[config.mk]
export PLATFORM = sky130hd
export DESIGN_NAME = hbridge_mode_fault_chopper
export DESIGN_NICKNAME = d
export VERILOG_FILES = /design/src/hbridge_pkg.sv /design/src/hbridge_mode_fault_chopper.sv
export VERILOG_INCLUDE_DIRS = /design/src
export SDC_FILE = /design/constraint.sdc
export NUM_CORES = 1
export LEC_CHECK = 0
export ABC_AREA = 1
export BUFFER_PORTS_ARGS = -buffer_cell sky130_fd_sc_hd__buf_2
export CELL_PAD_IN_SITES_DETAIL_PLACEMENT = 2
export CELL_PAD_IN_SITES_GLOBAL_PLACEMENT = 2
export CORE_ASPECT_RATIO = 1.2
export CORE_MARGIN = 2
export CORE_UTILIZATION = 35
export DETAILED_ROUTE_END_ITERATION = 10
export HOLD_SLACK_MARGIN = 0.15
export MAX_ROUTING_LAYER = met4
export PLACE_DENSITY_LB_ADDON = 0.1
export SLEW_MARGIN = 5
export SYNTH_ARGS = -nofsm -noshare
export SYNTH_HDL_FRONTEND = slang
export SYNTH_SLANG_ARGS = --single-unit
[constraint.sdc]
create_clock -name I_CLK_SYS -period 3.65 [get_ports I_CLK_SYS]
set_input_delay 0 -clock I_CLK_SYS [delete_from_list [all_inputs] [get_ports I_CLK_SYS]]
set_output_delay 0 -clock I_CLK_SYS [all_outputs]
set_load 0.005 [all_outputs]
[src/hbridge_consts.svh]
`ifndef HBRIDGE_CONSTS_SVH
`define HBRIDGE_CONSTS_SVH

// Register byte addresses
`define REG_CTRL_ADDR 8'h00
`define REG_OSC_ADDR 8'h04
`define REG_STATUS_ADDR 8'h08

// Control register fields
`define CTRL_CHOP_EN_BIT 0
`define CTRL_OC_SEL_LSB 1
`define CTRL_OC_SEL_MSB 2
`define CTRL_MASK 32'h0000_0007
`define CTRL_RESET 32'h0000_0001

// Oscillator period register, in system clock cycles
`define OSC_MASK 32'h0000_FFFF
`define OSC_RESET 32'h0000_00C8

// Status register fields
`define ST_THERMAL_BIT 0
`define ST_OVERCURRENT_BIT 1
`define ST_SENSE_OV_BIT 2
`define ST_UNDERVOLTAGE_BIT 3
`define ST_OVERVOLTAGE_BIT 4
`define ST_DISCHARGE_BIT 5
`define ST_CHOP_LSB 6
`define ST_LEG_LSB 8

// AXI responses
`define RESP_OKAY 2'h0
`define RESP_SLVERR 2'h2

// Timing
`define CLK_MHZ 20
`define OC_TIME_SHORT_NS 1600
`define OC_TIME_MID_NS 2800
`define OC_TIME_LONG_NS 12400
`define DEAD_TIME_NS 200
`define NS_TO_CYCLES(ns) ((((ns) * `CLK_MHZ) + 999) / 1000)
`define DISCH_TICKS 4

`endif

[src/hbridge_pkg.sv]
package hbridge_pkg;

	typedef enum logic [1:0] {
		CHOP_CHARGE = 2'b00,
		CHOP_DISCH_FIRST = 2'b01,
		CHOP_DISCH_SECOND = 2'b10,
		CHOP_CHARGE_HOLD = 2'b11
	} chop_state_t;

	// Bit 1 drives the upper transistor, bit 0 the lower one
	typedef enum logic [1:0] {
		LEG_OFF = 2'b00,
		LEG_LOW = 2'b01,
		LEG_HIGH = 2'b10
	} leg_t;

endpackage

[src/hbridge_mode_fault_chopper.sv]
// Function
// - Direction pair selects one direction, the other, or short brake when both high.
// - Selected direction with modulation low gives short brake on both outputs.
// - Both direction inputs low turns both outputs off, whatever modulation does.
// - Latched shutdowns persist until host drives both direction inputs low or undervoltage is seen.
// - Fault flag pulled low in normal operation, released during any shutdown.
// - Undervoltage turns all outputs off; recovers by itself when indication drops.
// - Overvoltage turns all outputs off; recovers by itself when indication drops.
// - Over-temperature turns outputs off until released by both direction inputs low or by undervoltage.
// - Any transistor overcurrent beyond detection time turns outputs off and latches.
// - Overcurrent detection time selectable among three settings.
// - Dead time inserted whenever a leg's upper and lower transistor swap.
// - Sense overvoltage turns outputs off, releases flag, latches like overcurrent.
// - Chopping enters discharge, meaning short brake, when sense reaches threshold.
// - Discharge lasts four oscillator cycles, then charge follows.
// - Threshold still high on charge gives four more discharge cycles, then holds charge.
// - Discharge once begun runs its full four cycles regardless of current.
// - Short brake wins when chopping and modulation disagree.
// - Chopping oscillator period is programmable and clocks the discharge counter.
//
// Added by the designer: register access over AXI4-Lite and the address map.
`include "hbridge_consts.svh"
`timescale 1ns/1ps
`default_nettype none

module hbridge_mode_fault_chopper
	import hbridge_pkg::*;
#(
	parameter int OC_CNT_W = 8,
	parameter int DEAD_CNT_W = 4,
	parameter int ADDR_W = 8
) (
	// Clock and reset
	input wire logic I_CLK_SYS,
	input wire logic I_RESET,
	// Host control inputs
	input wire logic I_DIRECTION_IN_A,
	input wire logic I_DIRECTION_IN_B,
	input wire logic I_SPEED_PWM,
	// Comparator indications
	input wire logic I_UNDERVOLTAGE_LOCKOUT,
	input wire logic I_OVERVOLTAGE_SHUTDOWN,
	input wire logic I_THERMAL_SHUTDOWN,
	input wire logic [3:0] I_OVERCURRENT_SHUTDOWN,
	input wire logic I_SENSE_OVERVOLTAGE,
	input wire logic I_SENSE_AT_THRESHOLD,
	// Bridge gate drives
	output logic O_BRIDGE_OUT_A_HI,
	output logic O_BRIDGE_OUT_A_LO,
	output logic O_BRIDGE_OUT_B_HI,
	output logic O_BRIDGE_OUT_B_LO,
	// Open-drain fault flag
	output logic O_FAULT_FLAG_O,
	output logic O_FAULT_FLAG_OE,
	// AXI4-Lite write channels
	input wire logic I_S_AXI_AWVALID,
	output logic O_S_AXI_AWREADY,
	input wire logic [ADDR_W-1:0] I_S_AXI_AWADDR,
	input wire logic I_S_AXI_WVALID,
	output logic O_S_AXI_WREADY,
	input wire logic [31:0] I_S_AXI_WDATA,
	input wire logic [3:0] I_S_AXI_WSTRB,
	output logic O_S_AXI_BVALID,
	input wire logic I_S_AXI_BREADY,
	output logic [1:0] O_S_AXI_BRESP,
	// AXI4-Lite read channels
	input wire logic I_S_AXI_ARVALID,
	output logic O_S_AXI_ARREADY,
	input wire logic [ADDR_W-1:0] I_S_AXI_ARADDR,
	output logic O_S_AXI_RVALID,
	input wire logic I_S_AXI_RREADY,
	output logic [31:0] O_S_AXI_RDATA,
	output logic [1:0] O_S_AXI_RRESP
);

	localparam int SYNC_W = 11;
	localparam logic [OC_CNT_W-1:0] OC_LIM_SHORT =
		OC_CNT_W'(`NS_TO_CYCLES(`OC_TIME_SHORT_NS));
	localparam logic [OC_CNT_W-1:0] OC_LIM_MID = OC_CNT_W'(`NS_TO_CYCLES(`OC_TIME_MID_NS));
	localparam logic [OC_CNT_W-1:0] OC_LIM_LONG =
		OC_CNT_W'(`NS_TO_CYCLES(`OC_TIME_LONG_NS));
	localparam logic [DEAD_CNT_W-1:0] DEAD_CYCLES =
		DEAD_CNT_W'(`NS_TO_CYCLES(`DEAD_TIME_NS));
	localparam logic [2:0] DISCH_LAST = 3'(`DISCH_TICKS - 1);

	// Input synchroniser; stage one feeds only stage two
	logic [SYNC_W-1:0] sync_1;
	logic [SYNC_W-1:0] sync_2;
	always_ff @(posedge I_CLK_SYS) begin
		if (I_RESET) begin
			sync_1 <= '0;
			sync_2 <= '0;
		end else begin
			sync_1 <= {I_DIRECTION_IN_A, I_DIRECTION_IN_B, I_SPEED_PWM,
				I_UNDERVOLTAGE_LOCKOUT, I_OVERVOLTAGE_SHUTDOWN, I_THERMAL_SHUTDOWN,
				I_SENSE_OVERVOLTAGE, I_SENSE_AT_THRESHOLD, I_OVERCURRENT_SHUTDOWN[3:1]};
			sync_2 <= sync_1;
		end
	end
	logic oc_1_0;
	logic oc_2_0;
	always_ff @(posedge I_CLK_SYS) begin
		if (I_RESET) begin
			oc_1_0 <= 1'b0;
			oc_2_0 <= 1'b0;
		end else begin
			oc_1_0 <= I_OVERCURRENT_SHUTDOWN[0];
			oc_2_0 <= oc_1_0;
		end
	end

	logic dir_a;
	logic dir_b;
	logic pwm_in;
	logic uv;
	logic ov;
	logic thermal;
	logic sense_ov;
	logic at_thr;
	logic [3:0] oc_in;
	assign {dir_a, dir_b, pwm_in, uv, ov, thermal, sense_ov, at_thr} = sync_2[10:3];
	assign oc_in = {sync_2[2:0], oc_2_0};
	logic release_req;
	assign release_req = !dir_a && !dir_b;

	// Registers
	logic [31:0] ctrl;
	logic [31:0] osc_period;
	logic chop_en;
	logic [1:0] oc_sel;
	assign chop_en = ctrl[`CTRL_CHOP_EN_BIT];
	assign oc_sel = ctrl[`CTRL_OC_SEL_MSB:`CTRL_OC_SEL_LSB];

	// Chopping oscillator
	logic [15:0] osc_cnt;
	logic osc_tick;
	always_ff @(posedge I_CLK_SYS) begin
		if (I_RESET) begin
			osc_cnt <= '0;
			osc_tick <= 1'b0;
		end else if (osc_cnt + 16'h0001 >= osc_period[15:0]) begin
			osc_cnt <= '0;
			osc_tick <= 1'b1;
		end else begin
			osc_cnt <= osc_cnt + 16'h0001;
			osc_tick <= 1'b0;
		end
	end

	// Overcurrent detection timers, one per transistor
	logic [OC_CNT_W-1:0] oc_limit;
	always_comb begin
		case (oc_sel)
			2'b00: oc_limit = OC_LIM_SHORT;
			2'b01: oc_limit = OC_LIM_MID;
			default: oc_limit = OC_LIM_LONG;
		endcase
	end
	logic [3:0] oc_trip;
	logic [OC_CNT_W-1:0] oc_cnt [4];
	genvar t;
	generate
		for (t = 0; t < 4; t++) begin : g_oc
			always_ff @(posedge I_CLK_SYS) begin
				if (I_RESET || !oc_in[t]) begin
					oc_cnt[t] <= '0;
				end else if (oc_cnt[t] < oc_limit) begin
					oc_cnt[t] <= oc_cnt[t] + OC_CNT_W'(1);
				end
			end
			assign oc_trip[t] = oc_in[t] && (oc_cnt[t] >= oc_limit);
		end
	endgenerate

	// Fault latches; a set wins over the release
	logic thermal_lat;
	logic oc_lat;
	logic sense_lat;
	always_ff @(posedge I_CLK_SYS) begin
		if (I_RESET || uv) begin
			thermal_lat <= 1'b0;
			oc_lat <= 1'b0;
			sense_lat <= 1'b0;
		end else begin
			if (thermal) begin
				thermal_lat <= 1'b1;
			end else if (release_req) begin
				thermal_lat <= 1'b0;
			end
			if (|oc_trip) begin
				oc_lat <= 1'b1;
			end else if (release_req) begin
				oc_lat <= 1'b0;
			end
			if (sense_ov) begin
				sense_lat <= 1'b1;
			end else if (release_req) begin
				sense_lat <= 1'b0;
			end
		end
	end
	logic any_lat;
	logic run_ok;
	assign any_lat = thermal_lat || oc_lat || sense_lat;
	assign run_ok = !uv && !ov && !any_lat;

	always_ff @(posedge I_CLK_SYS) begin
		if (I_RESET) begin
			O_FAULT_FLAG_O <= 1'b0;
			O_FAULT_FLAG_OE <= 1'b0;
		end else begin
			O_FAULT_FLAG_O <= 1'b0;
			O_FAULT_FLAG_OE <= run_ok;
		end
	end

	// Constant-current chopper
	chop_state_t chop_state;
	logic [2:0] disch_cnt;
	logic driving;
	logic discharge;
	assign driving = dir_a ^ dir_b;
	assign discharge = (chop_state == CHOP_DISCH_FIRST) || (chop_state == CHOP_DISCH_SECOND);
	always_ff @(posedge I_CLK_SYS) begin
		if (I_RESET || uv || !run_ok || !chop_en || !driving) begin
			chop_state <= CHOP_CHARGE;
			disch_cnt <= '0;
		end else begin
			case (chop_state)
				CHOP_CHARGE: begin
					if (at_thr) begin
						chop_state <= CHOP_DISCH_FIRST;
						disch_cnt <= '0;
					end
				end
				CHOP_DISCH_FIRST: begin
					if (osc_tick) begin
						disch_cnt <= disch_cnt + 3'h1;
						if (disch_cnt == DISCH_LAST) begin
							disch_cnt <= '0;
							chop_state <= at_thr ? CHOP_DISCH_SECOND : CHOP_CHARGE;
						end
					end
				end
				CHOP_DISCH_SECOND: begin
					if (osc_tick) begin
						disch_cnt <= disch_cnt + 3'h1;
						if (disch_cnt == DISCH_LAST) begin
							disch_cnt <= '0;
							chop_state <= CHOP_CHARGE_HOLD;
						end
					end
				end
				CHOP_CHARGE_HOLD: begin
					if (!at_thr) begin
						chop_state <= CHOP_CHARGE;
					end
				end
				default: begin
					chop_state <= CHOP_CHARGE;
				end
			endcase
		end
	end

	// Mode decode into per-leg targets
	leg_t target [2];
	always_comb begin
		target[0] = LEG_OFF;
		target[1] = LEG_OFF;
		if (run_ok && !release_req) begin
			if (!dir_a && dir_b && pwm_in && !discharge) begin
				target[0] = LEG_LOW;
				target[1] = LEG_HIGH;
			end else if (dir_a && !dir_b && pwm_in && !discharge) begin
				target[0] = LEG_HIGH;
				target[1] = LEG_LOW;
			end else begin
				target[0] = LEG_LOW;
				target[1] = LEG_LOW;
			end
		end
	end

	// Bridge legs; every turn-off reloads the dead time, so a brief stop cannot shorten it
	leg_t leg [2];
	logic [DEAD_CNT_W-1:0] dead_cnt [2];
	genvar g;
	generate
		for (g = 0; g < 2; g++) begin : g_leg
			always_ff @(posedge I_CLK_SYS) begin
				if (I_RESET) begin
					leg[g] <= LEG_OFF;
					dead_cnt[g] <= '0;
				end else if (leg[g] != LEG_OFF && target[g] != leg[g]) begin
					leg[g] <= LEG_OFF;
					dead_cnt[g] <= DEAD_CYCLES;
				end else if (dead_cnt[g] != '0) begin
					dead_cnt[g] <= dead_cnt[g] - DEAD_CNT_W'(1);
				end else begin
					leg[g] <= target[g];
				end
			end
		end
	endgenerate
	assign O_BRIDGE_OUT_A_HI = leg[0][1];
	assign O_BRIDGE_OUT_A_LO = leg[0][0];
	assign O_BRIDGE_OUT_B_HI = leg[1][1];
	assign O_BRIDGE_OUT_B_LO = leg[1][0];

	// AXI4-Lite slave; one write and one read at a time
	logic aw_have;
	logic w_have;
	logic [ADDR_W-1:0] aw_addr;
	logic [31:0] w_data;
	logic [3:0] w_strb;
	logic do_write;
	logic next_aw_have;
	logic next_w_have;
	logic next_bvalid;
	logic next_rvalid;
	assign do_write = aw_have && w_have && !O_S_AXI_BVALID;
	always_comb begin
		next_aw_have = (aw_have || (I_S_AXI_AWVALID && O_S_AXI_AWREADY)) && !do_write;
		next_w_have = (w_have || (I_S_AXI_WVALID && O_S_AXI_WREADY)) && !do_write;
		next_bvalid = do_write || (O_S_AXI_BVALID && !I_S_AXI_BREADY);
		next_rvalid = (I_S_AXI_ARVALID && O_S_AXI_ARREADY) || (O_S_AXI_RVALID && !I_S_AXI_RREADY);
	end
	always_ff @(posedge I_CLK_SYS) begin
		if (I_RESET) begin
			aw_have <= 1'b0;
			w_have <= 1'b0;
			aw_addr <= '0;
			w_data <= '0;
			w_strb <= '0;
			O_S_AXI_AWREADY <= 1'b0;
			O_S_AXI_WREADY <= 1'b0;
			O_S_AXI_BVALID <= 1'b0;
			O_S_AXI_BRESP <= `RESP_OKAY;
		end else begin
			aw_have <= next_aw_have;
			w_have <= next_w_have;
			if (I_S_AXI_AWVALID && O_S_AXI_AWREADY) begin
				aw_addr <= I_S_AXI_AWADDR;
			end
			if (I_S_AXI_WVALID && O_S_AXI_WREADY) begin
				w_data <= I_S_AXI_WDATA;
				w_strb <= I_S_AXI_WSTRB;
			end
			O_S_AXI_AWREADY <= !next_aw_have && !next_bvalid;
			O_S_AXI_WREADY <= !next_w_have && !next_bvalid;
			O_S_AXI_BVALID <= next_bvalid;
			if (do_write) begin
				O_S_AXI_BRESP <= (aw_addr == `REG_CTRL_ADDR || aw_addr == `REG_OSC_ADDR ||
					aw_addr == `REG_STATUS_ADDR) ? `RESP_OKAY : `RESP_SLVERR;
			end
		end
	end

	// Writable registers, per byte lane; status writes are ignored
	always_ff @(posedge I_CLK_SYS) begin
		if (I_RESET) begin
			ctrl <= `CTRL_RESET;
			osc_period <= `OSC_RESET;
		end else if (do_write) begin
			for (int b = 0; b < 4; b++) begin
				if (w_strb[b] && aw_addr == `REG_CTRL_ADDR) begin
					ctrl[b*8 +: 8] <= w_data[b*8 +: 8] & 8'(`CTRL_MASK >> (b*8));
				end
				if (w_strb[b] && aw_addr == `REG_OSC_ADDR) begin
					osc_period[b*8 +: 8] <= w_data[b*8 +: 8] & 8'(`OSC_MASK >> (b*8));
				end
			end
		end
	end

	logic [31:0] status;
	always_comb begin
		status = '0;
		status[`ST_THERMAL_BIT] = thermal_lat;
		status[`ST_OVERCURRENT_BIT] = oc_lat;
		status[`ST_SENSE_OV_BIT] = sense_lat;
		status[`ST_UNDERVOLTAGE_BIT] = uv;
		status[`ST_OVERVOLTAGE_BIT] = ov;
		status[`ST_DISCHARGE_BIT] = discharge;
		status[`ST_CHOP_LSB +: 2] = chop_state;
		status[`ST_LEG_LSB +: 4] = {leg[1], leg[0]};
	end
	always_ff @(posedge I_CLK_SYS) begin
		if (I_RESET) begin
			O_S_AXI_ARREADY <= 1'b0;
			O_S_AXI_RVALID <= 1'b0;
			O_S_AXI_RDATA <= '0;
			O_S_AXI_RRESP <= `RESP_OKAY;
		end else begin
			O_S_AXI_ARREADY <= !next_rvalid;
			O_S_AXI_RVALID <= next_rvalid;
			if (I_S_AXI_ARVALID && O_S_AXI_ARREADY) begin
				O_S_AXI_RRESP <= `RESP_OKAY;
				case (I_S_AXI_ARADDR)
					`REG_CTRL_ADDR: O_S_AXI_RDATA <= ctrl;
					`REG_OSC_ADDR: O_S_AXI_RDATA <= osc_period;
					`REG_STATUS_ADDR: O_S_AXI_RDATA <= status;
					default: begin
						O_S_AXI_RDATA <= '0;
						O_S_AXI_RRESP <= `RESP_SLVERR;
					end
				endcase
			end
		end
	end
endmodule

`default_nettype wire

==> results.cfg, run 1 <==
[worst_setup_path]
cp_cell_sequence = nand3_1 > inv_1 > nand2_1 > nor2_2 > nand2_1 > xor2_1 > inv_1 > ha_1 > a21oi_1 > o21ai_0 > a21oi_2 > nand3_2 > nor2_1
worstSetupStartpointType = flop
rr_worst_depth = 13
r2r-start = osc_cnt[0]
crit_start = osc_cnt[0]
arrival_ns = 2.93
timing.rr.end = osc_cnt[3]
cp-endpoint = osc_cnt[3]
critPathBufInv = 2
critical_path_class = flop to flop
endpoint_kind = flop
critical_path_required_ns = 4.01
cp_slowest_cell = dfxtp_1
path_delay_family = simple AND/OR/NAND/NOR gates
cp_num_cells = 13
reg2reg_slack_ns = 1.07
worstPathMaxFanout = 16
cp_slowest_stage_delay_ns = 0.38

[power_and_ir_drop]
switching_share = 0.2802
combPwrFrac = 0.114
p_per_area_mw_per_mm2 = 448.0
clockPowerShare = 0.412
intPower_uw = 3128
p_sw_uw = 1218
leakagePower_uw = 0.004485
ir_drop_mv = 0.2995
p_seq_frac = 0.474

[yosys]
yosys_warnings = 0
synth-seq-area-share = 0.4598
ys_top_cells_by_area = dfxtp_1, edfxtp_1, nor2_1, ha_1, inv_1
syn_area_per_cell_um2 = 8.027
syn_inst = 1009
synth_top_cell_by_area = dfxtp_1
synth_top_cell_area_share = 0.2966
synthesis.area_mm2 = 0.008099
ys_types = 41
ys_seq_elements = 164

[global_route]
grt_overflow = 0
grt_pass1_vias = 7435
grt_start_max_net_pins = 44
grtUsageTotal = 0.1993
antenna_found_initial = 0
grt_pass1_wl_um = 36800

[floorplan]
die_y_um = 170.6
coreArea_mm2 = 0.02260
ios = 118
rows = 60
fp.dieW_um = 142.9
dieArea_mm2 = 0.02438
start_util = 0.3584

[finish]
stdcell_area_mm2 = 0.009699
drive_gt1_frac = 0.1349
areaGrowthSynthToFinish_pct = 19.76
antenna_cells = 0
fin_nets = 1251
finish.utilization = 0.4292

[placement]
portBuffers = 80
globalplace.congestion = 0.7542
dp_hpwl_um = 16410
placed_area_mm2 = 0.008708

[drt]
drc_errors = 0
drtPass1Iterations = 4
vias = 6827
routedWlPerCell_um = 15.41
drt_wl_total_um = 22370
ant_nets = 0
dr.first_iter.drc_count = 199
avgViaCountPerCell = 4.702

[worst_hold_path]
hp-class = input port to flop

[job]
cap_violations = 0

[sta]
rsz0062_at_grt = no
skew_ns = 0.009245
max_freq_mhz = 388.3
finalMaxSlewViolations = 0
fin_crit_sh = 0.7056
tns_ns = 0
setup_viol = 0
finalHoldViolCount = 0
maxSlewHeadroom = 0.5035
worstMarginPinSlew_ns = 0.7429
finalCriticalPeriod_ns = 2.575

[clock_tree]
insertion_delay_ns = 0.44
cts_setup_buffers = 0
cts.sinks = 164
clock_path_buffers = 2
path_clk_slew_ns = 0.07
cts_resized = 0
cts_made_buffers = 17
cts_root_buf = clkbuf_16
htree_levels = 4
ctsHoldBuffers = 41
cts_tree = yes

[status]
status = finished clean
layout make-up:
type	count	area, um^2
Clock inverter	13	126.4
Fill cell	2634	12900
Clock buffer	19	454.2
Inverter	159	598.1
Sequential cell	164	3724
Tap cell	310	387.9
Timing Repair Buffer	125	840.8
Multi-Input combinational cell	662	3568
state kept, by name, indices dropped and copies added, names as in the netlist, 2 cells and up, named ones only:
register	count
oc_cnt	32
O_S_AXI_RDATA	16
osc_cnt	16
osc_period	16
w_data	16
sync_1	11
sync_2	11
aw_addr	8
dead_cnt	8
leg	4
ctrl	3
disch_cnt	3
w_strb	2
Yosys cell counts, drive strengths merged:
cell type	n
ha	51
or2	3
o21a	1
xnor2	5
a21oi	63
nand4	20
clkbuf	9
nor4	3
edfxtp	44
xor2	17
inv	158
nand3b	2
nand3	53
o211ai	3
a31o	1
dfxtp	120
clkinv	1
nor3	9
o21ai	65
nor3b	5
a31oi	1
o21bai	2
buf	33
nor2	183
a211oi	1
a21o	1
conb	1
nand2	154
worst min-delay path by stage:
stage                                 to  slack (ns)                 startpoint  cells after the start
after CTS                         oc_1_0        0.15                    I_RESET                      3
after global routing      O_S_AXI_BVALID        0.18                    I_RESET                      3
final                             oc_1_0        0.15                    I_RESET                      3
after detailed placement       sync_1[1]        0.21  I_OVERCURRENT_SHUTDOWN[2]                      3
after floorplan                   oc_1_0        0.11  I_OVERCURRENT_SHUTDOWN[0]                      2
after global placement         sync_1[5]        0.21         I_THERMAL_SHUTDOWN                      3
layer usage:
layer | track usage | share of wire
met5 | - | 0
met1 | 0.2152 | 0.43
met4 | 0.04520 | 0.0097
met2 | 0.3806 | 0.54
met3 | 0.03135 | 0.021
cells by family after synthesis:
| family | Yosys count | share of synthesized area |
|---|---|---|
| compound gates | 138 | 0.08930 |
| xor+xnor | 22 | 0.02379 |
| fa+ha+maj | 51 | 0.07879 |
| buf+inv | 201 | 0.1080 |
| flops | 164 | 0.4598 |
| other cells | 1 | 0.0004630 |
| simple gates | 432 | 0.2399 |
power groups by stage:
stage	Clock, uW	Sequential [uW]	Combinational, uW
6_report	1790	2060	496
5_1_grt	1920	2070	570
4_1_cts	1850	2060	502
3_5_place_dp	0	2100	462
3_3_place_gp	0	2100	441
2_1_floorplan	0	2080	330
tightest hold or removal path: cells and delay by family:
family | cells | cell delay [ns]
simple gates | 1 | 0.15
buf+inv | 2 | 0.40
cells in the final DEF (no fill, tap or decap), types with 2 or more instances in the layout:
master         netlist  layout
nor4_1               3       3
buf_4               20       4
nand4_1             12      12
inv_1              156     156
dlygate4sd3_1        0      41
xnor2_1              5       5
o211ai_1             3       3
nor2_2               4       4
o21ai_0             57      57
inv_8                0       3
ha_1                51      51
clkbuf_16            0      18
nor3b_1              5       5
conb_1               1      19
nor3_1               8       8
a21oi_1             62      62
nand2_2             11      11
or2_0                3       3
inv_6                0       7
nor2_1             173     173
nand4_2              8       8
nand2_1            143     143
buf_2                5      80
nand3_2              3       3
inv_2                2       2
nand3_1             50      50
dfxtp_1            120     120
o21ai_1              8       8
edfxtp_1            44      44
nand3b_1             2       2
xor2_1              17      17
nor2_4               6       6
through the flow:
step	hold WS, ns	std cells	setup slack [ns]	total power (uW)
floorplan	0.1070	1027	1.461	2407
global placement	0.2084	1379	1.092	2537
detailed placement	0.2089	1379	1.012	2563
CTS	0.1539	1452	0.9789	4407
global route	0.1782	1452	0.6406	4564
finish	0.1522	1452	1.075	4346
No activity file was read; power rests on OpenSTA's default activity.
==> run 2: changes to the inputs <==
- CORE_UTILIZATION: 35 -> 34
- clock period: 3.65 -> 2.7 ns (I/O delays scaled with it)
==> results.cfg, run 2 (synthesis results as in run 1) <==
[worst_setup_path]
cp_cell_sequence = ha_1 > nand2_1 > inv_1 > nand2_2 > nor2_4 > nand2_2 > nand2_1 > inv_1 > ha_1 > nand2_1 > o21ai_0 > a21oi_2 > nand3_4 > nor2_1
critPathBufInv = 2
reg2reg_slack_ns = 0.25
r2r-start = osc_cnt[0]
worstSetupStartpointType = flop
critical_path_required_ns = 3.06
worstPathMaxFanout = 8
cp_num_cells = 14
cp_slowest_cell = dfxtp_2
cpMostUsedCell = nand2_1
path_delay_family = simple AND/OR/NAND/NOR gates
critical_path_class = flop to flop
arrival_ns = 2.82
endpoint_kind = flop
cp_slowest_stage_delay_ns = 0.36
timing.rr.end = osc_cnt[9]
rr_worst_depth = 14

[sta]
setup_ws_ns = 0.2470
setup_viol = 0
maxSlewHeadroom = 0.5092
finalCriticalPeriod_ns = 2.453
worstMarginPinSlew_ns = 0.7354
finalMaxSlewViolations = 0
skew_ns = 0.009854
max_freq_mhz = 407.7
fin_crit_sh = 0.9085
rsz0062_at_grt = yes
finalHoldViolCount = 0

[job]
cap_violations = 0

[floorplan]
rows = 61
start_util = 0.3479
ios = 118
coreArea_mm2 = 0.02328
dieArea_mm2 = 0.02508
fp.dieW_um = 144.9
die_y_um = 173.1

[placement]
portBuffers = 80
dp_hpwl_um = 16420
pre_cts_slack_ns = 0.1026
globalplace.congestion = 0.7377

[clock_tree]
path_clk_slew_ns = 0.07
cts_tree = yes
cts_made_buffers = 17
cts_root_buf = clkbuf_16
htree_levels = 4
insertion_delay_ns = 0.44
cts.sinks = 164
clock_path_buffers = 2

[drt]
drt_wl_total_um = 23300
routedWlPerCell_um = 15.75
drc_errors = 0
ant_nets = 0
vias = 6962
drtPass1Iterations = 6
dr.first_iter.drc_count = 214
avgViaCountPerCell = 4.707

[global_route]
antenna_found_initial = 0
grt_overflow = 0
grt_pass1_vias = 7678
grtUsageTotal = 0.2000
grt_start_max_net_pins = 44
grt_pass1_wl_um = 38180

[status]
status = finished clean

[finish]
finish.utilization = 0.4281
final_cell_mix = nor2_1, inv_1, nand2_1
fin_nets = 1273
regMostFlops = oc_cnt
largest_reg_flops = 32
fillCellCount = 2642
drive_gt1_frac = 0.1435
antenna_cells = 0
areaGrowthSynthToFinish_pct = 23.03
layout_commonest_cell = nor2_1

[worst_hold_path]
min_to = O_S_AXI_RVALID
min_path_cells = 3
min-delay-start = I_RESET
hp-class = input port to flop

[power_and_ir_drop]
leakagePower_uw = 0.004604
ir_drop_mv = 0.4616
p_per_area_mw_per_mm2 = 590.2
power_uw = 5881
## run 2: changes by cell type in the layout (fill, tap and decap cells not counted), moves of 3 or more
| cell | delta |
|---|---|
| inv_6 | -4 |
| clkinv_4 | +3 |
| dlygate4sd3_1 | +18 |
| nor2_1 | -3 |
| buf_4 | +3 |
## run 2: through the flow
step                hold WS, ns   TNS [ns]  std cells  area, um^2
global placement         0.2050          0       1387        8737
detailed placement       0.2142          0       1387        8737
global route             0.1810  -0.007878       1479        9965
finish                   0.1449          0       1479        9965
floorplan                0.1070          0       1027        8167
CTS                      0.1502          0       1478        9903
## run 2: power by group
part	leakage, uW	switching (uW)	internal (uW)
Clock	0.000287	1100	1290
Combinational	0.00281	416	287
Sequential	0.00151	98.3	2690
## run 2: per-layer routing
layer,share of wire,vias to the layer above,track usage
met2,0.54,81,0.3652
met5,0,-,-
li1,-,3467,-
met4,0.012,0,0.04652
met1,0.42,3394,0.2236
met3,0.022,20,0.03462
## run 2: timing repair
action / CTS / global route
hold endpoints to repair: 55 / 0
buffers inserted: 0 / 0
endpoints found under the setup margin: 0 / 16
gates resized for setup: 0 / 13
hold buffers: 59 / 0
## run 2: worst min-delay path, delay by kind of cell
kind | cells | cell delay [ns]
AND/OR/NAND/NOR | 1 | 0.15
buffers and inverters | 2 | 0.38
## run 2: how the worst max path moves through the flow
| stage | startpoint | endpoint | slack (ns) |
|---|---|---|---|
| 5_1_grt | osc_cnt[1] | osc_cnt[10] | -0.006 |
| 2_1_floorplan | osc_cnt[0] | osc_cnt[13] | 0.51 |
| 3_5_place_dp | osc_cnt[0] | osc_cnt[8] | 0.10 |
| 3_3_place_gp | osc_cnt[0] | osc_cnt[14] | 0.21 |
| 4_1_cts | osc_cnt[0] | osc_cnt[9] | 0.03 |
| 6_report | osc_cnt[0] | osc_cnt[9] | 0.25 |
## run 2: cell type report
class / count / area, um^2 / area share
clock buffer: 20 / 467.9 / 0.04696
clock inverter: 12 / 107.6 / 0.01080
inverter: 159 / 598.1 / 0.06002
multi-input combinational: 663 / 3627 / 0.3640
sequential: 164 / 3726 / 0.3739
tap: 315 / 394.1 / 0.03955
timing repair buffer: 146 / 1044 / 0.1047
==> run 3: changes to the inputs <==
- MAX_ROUTING_LAYER: met4 -> not set
- PLACE_DENSITY_LB_ADDON: 0.1 -> 0.2
==> results.cfg, run 3 (synthesis results as in run 1) <==
[finish]
regMostFlops = oc_cnt
fillCellCount = 2642
drive_gt1_frac = 0.1431
areaGrowthSynthToFinish_pct = 23.19
antenna_cells = 0
fin_nets = 1276
final_cell_mix = nor2_1, inv_1, nand2_1
layout_commonest_cell = nor2_1
largest_reg_flops = 32

[sta]
max_freq_mhz = 393.8
maxSlewHeadroom = 0.5247
fin_crit_sh = 0.9406
skew_ns = 0.01749
holdWs_ns = 0.1836
finalCriticalPeriod_ns = 2.540
worstMarginPinSlew_ns = 0.7130
tns_ns = 0
setup_viol = 0
finalHoldViolCount = 0
finalMaxSlewViolations = 0

[status]
status = finished clean

[drt]
drt_wl_total_um = 24140
drc_errors = 0
avgViaCountPerCell = 4.696
routedWlPerCell_um = 16.29
dr.first_iter.drc_count = 229
ant_nets = 0
dr_wl_met2_um = 13390
drtPass1Iterations = 4
dr.max_layer_used = met4
wl_met1_um = 9928
wl_met3_um = 579
vias = 6960

[floorplan]
die_y_um = 173.1
dieArea_mm2 = 0.02508
start_util = 0.3479
coreArea_mm2 = 0.02328
ios = 118
rows = 61
fp.dieW_um = 144.9

[placement]
dp_hpwl_um = 16300
portBuffers = 80
globalplace.congestion = 0.7324

[worst_setup_path]
cp_cell_sequence = ha_2 > nand2_1 > inv_2 > nand2_2 > nor2_4 > nand4_1 > nand2_2 > inv_1 > ha_1 > nand2_1 > nor4_1 > nand2_1 > nand3_4 > nor2_1
cp_slowest_cell = dfxtp_4
critPathBufInv = 2
endpoint_kind = flop
path_delay_family = simple AND/OR/NAND/NOR gates
critical_path_required_ns = 3.01
worstSetupStartpointType = flop
critical_path_class = flop to flop
worstPathMaxFanout = 8
cp_slowest_stage_delay_ns = 0.36
arrival_ns = 2.85
cpMostUsedCell = nand2_1

[clock_tree]
cts_root_buf = clkbuf_16
path_clk_slew_ns = 0.06
insertion_delay_ns = 0.45
cts.sinks = 164
cts_tree = yes
clock_path_buffers = 2
cts_made_buffers = 17
htree_levels = 4

[global_route]
antenna_found_initial = 0
grt_pass1_vias = 7666
grt_overflow = 0
grt_pass1_wl_um = 38860
grtUsageTotal = 0.1996
grt_start_max_net_pins = 44

[power_and_ir_drop]
leakagePower_uw = 0.004620
power_uw = 5958
ir_drop_mv = 0.4059
p_per_area_mw_per_mm2 = 597.1

[worst_hold_path]
hp-class = input port to flop

[job]
cap_violations = 0
run 3: cell count changes in the layout (fill, tap and decap cells not counted), moves of 2 or more:
cell,before,now
buf_4,7,10
clkinv_4,4,2
clkinvlp_4,0,2
inv_4,2,4
inv_8,3,1
nor2_1,170,173
nor2_2,6,3
run 3: layout make-up:
type | instances | area, um^2 | area share
Timing Repair Buffer | 149 | 1066 | 0.1068
Clock buffer | 20 | 457.9 | 0.04590
Clock inverter | 12 | 116.4 | 0.01166
Sequential cell | 164 | 3729 | 0.3737
Multi-Input combinational cell | 663 | 3616 | 0.3624
Inverter | 159 | 598.1 | 0.05994
Tap cell | 315 | 394.1 | 0.03950
run 3: final timing paths:
path                                         from  cells past startpoint                to  slack [ns]
worst min-delay path            I_S_AXI_ARADDR[2]                      8  O_S_AXI_RDATA[9]        0.18
worst max-delay path                   osc_cnt[0]                     14        osc_cnt[3]        0.16
worst max register to register         osc_cnt[0]                     14        osc_cnt[3]        0.16
worst min register to register          sync_1[4]                      2         sync_2[4]        0.41
run 3: per-stage QoR:
stage                     instances    util  instance area (um^2)  setup WS (ns)
after global placement         1388  0.3757                  8745         0.2237
after floorplan                1027       -                  8167         0.5108
after CTS                      1479  0.4257                  9910       0.006907
after global routing           1482  0.4286                  9977       -0.04290
final                          1482  0.4286                  9977         0.1604
after detailed placement       1388  0.3757                  8745        0.07954
run 3: what timing repair did:
action	4_1_cts	5_1_grt
endpoints found under the hold margin	61	0
hold buffers	59	0
setup buffers	0	2
resized for setup	0	11
endpoints found under the setup margin	0	16
run 3: per-layer routing:
layer  up-vias  GRT usage
li1       3475          -
met1      3396     0.2226
met2        74     0.3827
met3        15    0.03572
met4         0    0.04814
met5         -          0
run 3: where the power goes:
| part | internal [uW] | total (uW) | switching, uW |
|---|---|---|---|
| Sequential | 2690 | 2790 | 106 |
| Combinational | 289 | 731 | 442 |
| Clock | 1340 | 2430 | 1090 |
run 3: worst register-to-register path, stage by stage (launching register included):
cell and delay [ns]:
dfxtp_4 0.36, ha_2 0.18, nand2_1 0.09, inv_2 0.08, nand2_2 0.09, nor2_4 0.19
nand4_1 0.14, nand2_2 0.11, inv_1 0.05, ha_1 0.26, nand2_1 0.06, nor4_1 0.27
nand2_1 0.23, nand3_4 0.22, nor2_1 0.09
